--- src/ccm_defines.svh ---
// Purpose: constants for the capture/compare module mode control
// Assumes: classic wishbone, 32-bit data, byte addresses
// Notes: registers sit in aligned words; mask shares the mode word, capVal the cmpVal word
`ifndef CCM_DEFINES_SVH
`define CCM_DEFINES_SVH
`define ADDR_MODE 4'h0
`define ADDR_CMPVAL 4'h4
`define ADDR_COUNT 4'h8
`define ADDR_STATUS 4'hc
`define ADDR_MASK 4'h0
`define ADDR_CAPVAL 4'h4
`define BIT_FLAG_IRQ_EN 0
`define BIT_PWM_EN 1
`define BIT_TOGGLE_EN 2
`define BIT_MATCH_EN 3
`define BIT_FALL_CAP_EN 4
`define BIT_RISE_CAP_EN 5
`define BIT_PWM_WIDE 6
`define BIT_COUNT_RUN 7
`define RST_MODE 8'h00
`define RST_CMPVAL 16'h0000
`define RST_COUNT 16'h0000
`define RST_CAPVAL 16'h0000
`define RST_STATUS 2'h0
`define RST_MASK 2'h0
`define PWM_TOP_WIDE 16'hffff
`define PWM_TOP_NARROW 8'hff
`endif

--- src/ccm_pkg.sv ---
// Purpose: types for the capture/compare module
// Assumes: nothing
// Notes: mode decoded from toggle and pwm enables
package ccm_pkg;
    typedef struct packed {
        logic countRun;
        logic pwmWide;
        logic riseCapEn;
        logic fallCapEn;
        logic matchEnable;
        logic toggleEnable;
        logic pwmEnable;
        logic flagIrqEnable;
    } mode_reg_t;
    typedef enum logic [3:0] {
        OUT_IDLE = 4'h1,
        OUT_TOGGLE = 4'h2,
        OUT_PWM = 4'h4,
        OUT_FREQ = 4'h8
    } out_mode_t;
endpackage

--- src/ccm_top.sv ---
// Purpose: counter array capture/compare module with mode control
// Assumes: classic wishbone slave, sys_clk 20 MHz
// Notes: counter runs when the run bit is set, one step per enabled clock
`timescale 1ns/1ps
`include "ccm_defines.svh"
module ccm_top
    import ccm_pkg::*;
(
    input wire logic sys_clk,
    input wire logic sys_rst,
    input wire logic clkEn,
    input wire logic wb_cyc_i,
    input wire logic wb_stb_i,
    input wire logic wb_we_i,
    input wire logic [3:0] wb_adr_i,
    input wire logic [3:0] wb_sel_i,
    input wire logic [31:0] wb_dat_i,
    output logic [31:0] wb_dat_o,
    output logic wb_ack_o,
    input wire logic captureIn,
    output logic moduleOutputPin,
    output logic irq
);
    // --------------------------------------------------
    // registers
    // --------------------------------------------------
    mode_reg_t moduleModeReg;
    logic [15:0] cmpVal;
    logic [15:0] count;
    logic [15:0] capVal;
    logic [1:0] status;
    logic [1:0] mask;
    logic ack;
    logic [31:0] rdData;
    logic pinLevel;
    logic capPrev;
    mode_reg_t next_moduleModeReg;
    logic [15:0] next_cmpVal;
    logic [15:0] next_count;
    logic [15:0] next_capVal;
    logic [1:0] next_status;
    logic [1:0] next_mask;
    logic next_ack;
    logic [31:0] next_rdData;
    logic next_pinLevel;
    logic next_capPrev;
    logic fullHit;
    logic lowHit;
    logic tick;
    logic access;
    logic wrStb;
    logic hiBank;
    logic compareFlag;
    logic capEvent;
    logic pwmHit;
    logic wrapHit;
    out_mode_t outMode;
    logic maskWr;
    logic rdStb;
    logic cmpReq;
    logic capReq;

    // --------------------------------------------------
    // decode
    // --------------------------------------------------
    assign tick = moduleModeReg.countRun;
    // the !ack term keeps a strobe held through ack from being taken twice
    assign access = wb_cyc_i && wb_stb_i && !ack;
    assign wrStb = access && wb_we_i && wb_sel_i[0];
    assign hiBank = wb_sel_i[2] && !wb_sel_i[0];
    assign compareFlag = status[0];
    // mask sits in the third byte lane, so it has a strobe of its own
    assign maskWr = access && wb_we_i && wb_sel_i[2] && (wb_adr_i == `ADDR_MASK);
    assign rdStb = access && !wb_we_i;

    always_comb begin
        case ({moduleModeReg.toggleEnable, moduleModeReg.pwmEnable})
            2'b11: outMode = OUT_FREQ;
            2'b01: outMode = OUT_PWM;
            2'b10: outMode = OUT_TOGGLE;
            default: outMode = OUT_IDLE;
        endcase
    end

    // --------------------------------------------------
    // compare
    // --------------------------------------------------
    ccm_match u_match (
        .sysClk(sys_clk),
        .sysRst(sys_rst),
        .clkEn(clkEn),
        .tick(tick),
        .count(count),
        .value(cmpVal),
        .fullHit(fullHit),
        .lowHit(lowHit)
    );

    // --------------------------------------------------
    // pwm and capture
    // --------------------------------------------------
    // resolution select
    always_comb begin
        pwmHit = moduleModeReg.pwmWide ? fullHit : lowHit;
        // wrap reads the live count while the hits arrive a cycle late
        wrapHit = moduleModeReg.pwmWide ? (tick && count == `PWM_TOP_WIDE)
                                        : (tick && count[7:0] == `PWM_TOP_NARROW);
    end

    // capPrev tracks the pin even with capture off, so enabling sees no stale edge
    // falling and rising edge capture
    always_comb begin
        capEvent = (moduleModeReg.fallCapEn && capPrev && !captureIn)
                || (moduleModeReg.riseCapEn && !capPrev && captureIn);
    end

    // --------------------------------------------------
    // next state
    // --------------------------------------------------
    always_comb begin
        next_moduleModeReg = moduleModeReg;
        next_cmpVal = cmpVal;
        next_count = tick ? count + 16'h0001 : count;
        next_capVal = capEvent ? count : capVal;
        next_status = status;
        next_mask = mask;
        next_ack = access;
        next_rdData = 32'h0000_0000;
        next_pinLevel = pinLevel;
        next_capPrev = captureIn;
        if (wrStb) begin
            case ({hiBank, wb_adr_i})
                {1'b0, `ADDR_MODE}: next_moduleModeReg = mode_reg_t'(wb_dat_i[7:0]);
                {1'b0, `ADDR_CMPVAL}: next_cmpVal = wb_dat_i[15:0];
                {1'b0, `ADDR_COUNT}: next_count = wb_dat_i[15:0];
                {1'b0, `ADDR_STATUS}: next_status = status & ~wb_dat_i[1:0];
                default: ;
            endcase
        end
        if (maskWr) begin
            next_mask = wb_dat_i[17:16];
        end
        // match sets flag, set wins over clear
        if (fullHit && moduleModeReg.matchEnable) begin
            next_status[0] = 1'b1;
        end
        if (capEvent) begin
            next_status[1] = 1'b1;
        end
        case (outMode)
            OUT_TOGGLE: if (fullHit) next_pinLevel = !pinLevel;
            OUT_PWM: begin
                if (pwmHit) next_pinLevel = 1'b1;
                else if (wrapHit) next_pinLevel = 1'b0;
            end
            OUT_FREQ: if (lowHit) next_pinLevel = !pinLevel;
            OUT_IDLE: next_pinLevel = pinLevel;
            default: next_pinLevel = 1'b0;
        endcase
        if (rdStb) begin
            case (wb_adr_i)
                `ADDR_MODE: next_rdData = {14'h0000, mask, 8'h00, moduleModeReg};
                `ADDR_CMPVAL: next_rdData = {capVal, cmpVal};
                `ADDR_COUNT: next_rdData = {16'h0000, count};
                `ADDR_STATUS: next_rdData = {30'h0000_0000, status};
                default: next_rdData = 32'h0000_0000;
            endcase
        end
    end

    // clkEn low freezes every register, ack too, so a bus cycle simply stalls
    always_ff @(posedge sys_clk) begin
        if (sys_rst) begin
            moduleModeReg <= mode_reg_t'(`RST_MODE);
            cmpVal <= `RST_CMPVAL;
            count <= `RST_COUNT;
            capVal <= `RST_CAPVAL;
            status <= `RST_STATUS;
            mask <= `RST_MASK;
            ack <= 1'b0;
            rdData <= 32'h0000_0000;
            pinLevel <= 1'b0;
            capPrev <= 1'b0;
        end else if (clkEn) begin
            moduleModeReg <= next_moduleModeReg;
            cmpVal <= next_cmpVal;
            count <= next_count;
            capVal <= next_capVal;
            status <= next_status;
            mask <= next_mask;
            ack <= next_ack;
            rdData <= next_rdData;
            pinLevel <= next_pinLevel;
            capPrev <= next_capPrev;
        end
    end

    // --------------------------------------------------
    // outputs
    // --------------------------------------------------
    assign wb_ack_o = ack;
    assign wb_dat_o = rdData;
    assign moduleOutputPin = pinLevel;

    // --------------------------------------------------
    // interrupt
    // --------------------------------------------------
    // flag interrupt gating
    assign cmpReq = compareFlag && moduleModeReg.flagIrqEnable && mask[0];
    // capture flag has no mode-register enable, only its mask bit
    assign capReq = status[1] && mask[1];
    assign irq = cmpReq || capReq;
endmodule

--- src/ccm_match.sv ---
// Purpose: one-per-update compare of counter and module value
// Assumes: counter update is a one-cycle strobe
// Notes: low-byte compare used for 8-bit pwm
`timescale 1ns/1ps
module ccm_match
    import ccm_pkg::*;
(
    input wire logic sysClk,
    input wire logic sysRst,
    input wire logic clkEn,
    input wire logic tick,
    input wire logic [15:0] count,
    input wire logic [15:0] value,
    output logic fullHit,
    output logic lowHit
);
    logic next_fullHit;
    logic next_lowHit;
    always_comb begin
        next_fullHit = tick && (count == value);
        next_lowHit = tick && (count[7:0] == value[7:0]);
    end
    always_ff @(posedge sysClk) begin
        if (sysRst) begin
            fullHit <= 1'b0;
            lowHit <= 1'b0;
        end else if (clkEn) begin
            fullHit <= next_fullHit;
            lowHit <= next_lowHit;
        end
    end
endmodule

--- config.mk ---
export PLATFORM = sky130hd
export DESIGN_NAME = ccm_top
export DESIGN_NICKNAME = d
export VERILOG_FILES = /design/src/ccm_pkg.sv /design/src/ccm_top.sv /design/src/ccm_match.sv
export VERILOG_INCLUDE_DIRS = /design/src
export SDC_FILE = /design/constraint.sdc
export NUM_CORES = 1
export LEC_CHECK = 0
export BUFFER_PORTS_ARGS = -buffer_cell sky130_fd_sc_hd__buf_2
export CORE_AREA = 2 2 101 103
export CTS_CLUSTER_DIAMETER = 120
export DETAILED_ROUTE_END_ITERATION = 8
export DIE_AREA = 0 0 103 105
export GPL_ROUTABILITY_DRIVEN = 0
export HOLD_SLACK_MARGIN = 0.06
export PLACE_DENSITY_LB_ADDON = 0.05
export SETUP_SLACK_MARGIN = 0.1
export SYNTH_ARGS = -nofsm -noshare
export SYNTH_HDL_FRONTEND = slang
export SYNTH_SLANG_ARGS = --single-unit
export TNS_END_PERCENT = 30
--- constraint.sdc ---
create_clock -name sys_clk -period 4.1 [get_ports sys_clk]
set_clock_uncertainty 0.1 [all_clocks]
set_input_delay 0.615 -clock sys_clk [delete_from_list [all_inputs] [get_ports sys_clk]]
set_output_delay 0.615 -clock sys_clk [all_outputs]
set_load 0.02 [all_outputs]
-- Word-level counts from Yosys, hierarchy flattened
Index checks and enable logic that the tools add are counted.
- input port bits: 47
- flip-flop bits (word level): 97
- output and inout bits: 35
- add/subtract/negate cells: 1
- mux-type cells: 17
- equal/unequal tests: 20
- bitwise operators: 3
- reductions and logical operators: 41
- operator list (kind ; count):
    one-hot mux 32 bit (4 select lines) ; 1
    two-way mux 16 bit ; 3
    two-way mux 32 bit ; 1
    logical AND 1 bit ; 20
    adder 16 x 1 -> 16 bit (second input constant) ; 1
    equality test 16 bit ; 1
    equality test 16 bit (second input constant) ; 1
    equality test 4 bit (second input constant) ; 3
    one-hot mux 4 bit (3 select lines) ; 1
    AND reduction 3 bit ; 4
    equality test 5 x 4 -> 1 bit (second input constant) ; 2
    equality test 4 x 3 -> 1 bit (second input constant) ; 2
    equality test 8 bit ; 1
    equality test 8 bit (second input constant) ; 1
    two-way mux 1 bit ; 8
    nonzero test 2 bit ; 4
    zero test 1 bit ; 6
    equality test 5 x 3 -> 1 bit (second input constant) ; 1
    zero test 5 bit ; 1
    AND reduction 5 bit ; 1
    equality test 2 bit (second input constant) ; 2
    equality test 4 x 1 -> 1 bit (second input constant) ; 1
    equality test 4 x 2 -> 1 bit (second input constant) ; 1
    zero test 4 bit ; 1
    10 further kinds ; 14

-- Logic depth before layout (Yosys ltp)
- depth in word-level cells: 6
- mapped depth: 7

-- By module
From an unflattened synthesis, not the netlist that was laid out.
- cell total of the unflattened synthesis: 514
- area total of the unflattened synthesis: 4580.6 µm²
- by module, submodules not included (module ; area each (µm²) ; cells each ; seq. area each (µm²) ; instances):
    ccm_top ; 4335.4 ; 485 ; 1901.8 ; 1
    ccm_match ; 245.2 ; 29 ; 40.0 ; 1

-- Worst setup path before layout
No wires, ideal clock.
- path kind: input -> register
- start: input port wb_adr_i[3]
- end: register count[9]
- arrival: 1.742 ns
- setup slack: 2.141 ns
- required time: 3.883 ns
- buffers on the path: 2
- setup time: 0.117 ns
- stages on the path: 6
- cell sequence: buf_4 > and4b_4 > nand3_2 > buf_6 > mux2_4 > a32o_1
- longest elaborated chain between the ends: 3
- RTL lines (item ; RTL line ; text):
    start: declaration ; ccm_top.sv:15 ; input wire logic [3:0] wb_adr_i,
    equality test 5 x 4 -> 1 bit ; ccm_top.sv:132 ; case ({hiBank, wb_adr_i})
    two-way mux 16 bit ; ccm_top.sv:132 ;
    two-way mux 16 bit ; ccm_top.sv:131 ; if (wrStb) begin
    end signal: assignment ; ccm_top.sv:176 ; count <= `RST_COUNT;
    end signal: assignment ; ccm_top.sv:187 ; count <= next_count;
    end: declaration ; ccm_top.sv:29 ; logic [15:0] count;
No other way between the ends.
A chain may end at the register's enable or synchronous reset.

-- Final worst setup path
Ends and elaborated chain as after synthesis.

==> flow_metrics.tcl <==
set metrics [dict create \
    grt_pass1_vias 3790 \
    dieArea_mm2 0.01082 \
    cp.arrival_ns 2.52 \
    fin_setup_tns_ns 0 \
    synth-edff-count 0 \
    grt_max_degree 50 \
    avgSynthCellArea_um2 8.970 \
    hold_viol 0 \
    synth_area_mm2 0.004763 \
    clockBufferDepth 2 \
    syn_nets 579 \
    routed_wl_mm 12.36 \
    powerDensity_mw_per_mm2 320.3 \
    cts_resized 0 \
    fp.dieW_um 103 \
    p_int_w 0.001267 \
    drive_gt1_frac 0.1884 \
    total_power_w 0.001677 \
    syn_to_final_growth_pct 9.903 \
    fillers 969 \
    cp_slowest_cell "mux2_4" \
    final_common_cell "dfxtp_1" \
    crit_chain "buf_2 > and4b_4 > nand3_2 > mux2_4 > a32o_1" \
    synth_seq_cells 97 \
    cts_hold_buf 0 \
    routedWlPerCell_um 17.63 \
    port_buffers 65 \
    synth_cell_types 59 \
    antenna_left 0 \
    layout_common_cells "97 x dfxtp_1, 65 x buf_2, 60 x nor2_1, 52 x mux2i_1, 38 x a21oi_1" \
    grt-ovfl-total 0 \
    start_util 0.4942 \
    slew_violations 0 \
    via_per_inst 5.739 \
    grt.total_usage 0.2342 \
    vias 4023 \
    detail_route.drc_violations 0 \
    path_clk_slew_ns 0.09 \
    critPathRequiredTime_ns 4.26 \
    cts_tree "done" \
    dr.pass1.iters 5 \
    numCtsBuffers 9 \
    antenna_found_initial 0 \
    ys_warn_count 0 \
    switchingPower_w 0.0004099 \
    grt_pass1_wl_mm 19.96 \
    rows 36 \
    clkLatencyLatePin_ns 0.37 \
    drt_iter0_markers 320 \
    finish.net_count 611 \
    setup_violations 0 \
    async_flop_share 0 \
    cap_violations 0 \
    die_y_um 105 \
    p_clk_frac 0.379 \
    combinationalPowerShare 0.058 \
    ys.flop_type "dfxtp_1" \
    outcome "completed" \
    io_pins 82 \
    ir_drop_v 0.0002012 \
    synthCells 531 \
    max_clock_freq_mhz 424.3 \
    h-tree-depth 3 \
    hold_class "register to register" \
    core_mm2 0.009639 \
    critPathMaxFanout 20 \
    cpPeakStageDelay_ns 0.47 \
    cellLeakagePower_nw 2.291 \
    cp-start-kind "input pin" \
    antennaDiodeCount 0 \
    p_seq_frac 0.563 \
    post-dp-hpwl_mm 8.574 \
    postCtsSetupBuffers 0 \
    tightest_slew_ns 1.206 \
    numClockSinks 97 \
    root_buffer "clkbuf_8" \
    reg2reg_slack_ns 1.81 \
    path_class "input pin to register" \
    slew-limit-headroom 0.1961 \
    critPathCaptureType "register" \
    rsz0062_at_grt "no" \
    fin_crit_sh 0.5749 \
    post-route-min-period_ns 2.357 \
    ys_seq_area_frac 0.4077 \
    sw_frac_of_total 0.2445 \
]
## synthesized netlist by cell type, drive strengths merged (2+ instances only)
library cell | number | area, um2
buf | 26 | 172.7
a21oi | 38 | 190.2
and2 | 2 | 12.51
nand3 | 31 | 165.2
mux4 | 2 | 45.04
nor2 | 60 | 225.2
a22oi | 14 | 105.1
and4b | 2 | 23.77
o21ai | 19 | 95.09
mux2 | 2 | 26.27
nand3b | 2 | 18.77
a22o | 8 | 70.07
or4 | 5 | 41.29
and3 | 4 | 25.02
o2bb2ai | 6 | 52.55
o32ai | 4 | 35.03
nand2b | 4 | 25.02
inv | 12 | 45.04
or2 | 4 | 25.02
nor2b | 4 | 25.02
nand4b | 9 | 78.83
nand4 | 9 | 77.57
clkbuf | 23 | 87.58
xnor2 | 2 | 17.52
a221oi | 6 | 52.55
and3b | 3 | 26.28
a31oi | 3 | 18.77
nand2 | 29 | 108.9
nor4 | 10 | 92.59
nor3 | 10 | 50.05
o311ai | 2 | 25.03
xor2 | 14 | 122.6
dfxtp | 97 | 1942
a32o | 3 | 30.03
mux2i | 52 | 520.5
## layout make-up
| cell class | instances | area, um2 | area share |
|---|---|---|---|
| repair buffers | 70 | 362.8 | 0.06931 |
| flip-flops and latches | 97 | 1942 | 0.3709 |
| clock buffers | 11 | 141.4 | 0.02701 |
| multi-input cells | 373 | 2522 | 0.4818 |
| well taps | 133 | 166.4 | 0.03179 |
| clock inverters | 5 | 55.05 | 0.01052 |
| inverters | 12 | 45.04 | 0.008604 |
## cells by family after synthesis
| group | count (synthesis) | synth area share |
|---|---|---|
| xor gates and xnor gates | 16 | 0.02942 |
| AOI/OAI and AO/OA | 112 | 0.1576 |
| buffers and inverters | 61 | 0.06409 |
| muxes | 56 | 0.1242 |
| adders and majority gates | 1 | 0.002626 |
| DFF | 97 | 0.4077 |
| and+or+nand+nor | 188 | 0.2143 |
## sequential cells by signal, summed over array words and instances, names as in the netlist
register	flops
mask	2
moduleOutputPin	1
wb_ack_o	1
u_match.fullHit	1
capPrev	1
wb_dat_o	32
status	2
tick	1
count	16
capVal	16
moduleModeReg	7
u_match.lowHit	1
cmpVal	16
## stage by stage
| step | instance area [um2] | utilization | cells | hold WS (ns) | setup slack, ns |
|---|---|---|---|---|---|
| floorplan | 4763 | - | 531 | 0.3476 | 2.141 |
| CTS | 5235 | 0.5431 | 701 | 0.3637 | 1.743 |
| finish | 5235 | 0.5431 | 701 | 0.3606 | 1.743 |
| global placement | 5039 | 0.5227 | 685 | 0.3448 | 1.382 |
| detailed placement | 5039 | 0.5227 | 685 | 0.3508 | 1.360 |
| global route | 5235 | 0.5431 | 701 | 0.3800 | 1.620 |
## power groups by stage
stage	registers, W	clock network [W]	logic [W]
final	0.000944	0.000635	0.0000976
after global routing	0.000945	0.000684	0.000105
after CTS	0.000944	0.000643	0.0000979
after detailed placement	0.000967	0	0.0000975
after global placement	0.000966	0	0.0000963
after floorplan	0.000966	0	0.0000583
## per-layer routing
| layer | part of all wire | global-route usage | wire length, um | vias up |
|---|---|---|---|---|
| met5 | 0 | 0 | 0 | - |
| li1 | - | - | - | 1991 |
| met4 | 0.022 | 0.08553 | 267 | 0 |
| met3 | 0.033 | 0.02742 | 411 | 21 |
| met2 | 0.47 | 0.3660 | 5787 | 107 |
| met1 | 0.48 | 0.3293 | 5892 | 1904 |
## path summary, 6_finish.rpt
path / startpoint / end / cells past startpoint
setup / recovery: wb_adr_i[3] / count[9] / 5
hold / removal: wb_dat_o[16] / wb_dat_o[16] / 2
setup reg to reg: count[2] / count[13] / 4
hold reg to reg: wb_dat_o[16] / wb_dat_o[16] / 2
## worst max-delay path: cells and delay by family
kind	cells	cell delay [ns]
AOI/OAI and AO/OA	1	0.20
buffers and inverters	1	0.41
muxes	1	0.47
and+or+nand+nor	2	0.81
No activity file was read; power rests on OpenSTA's default activity.
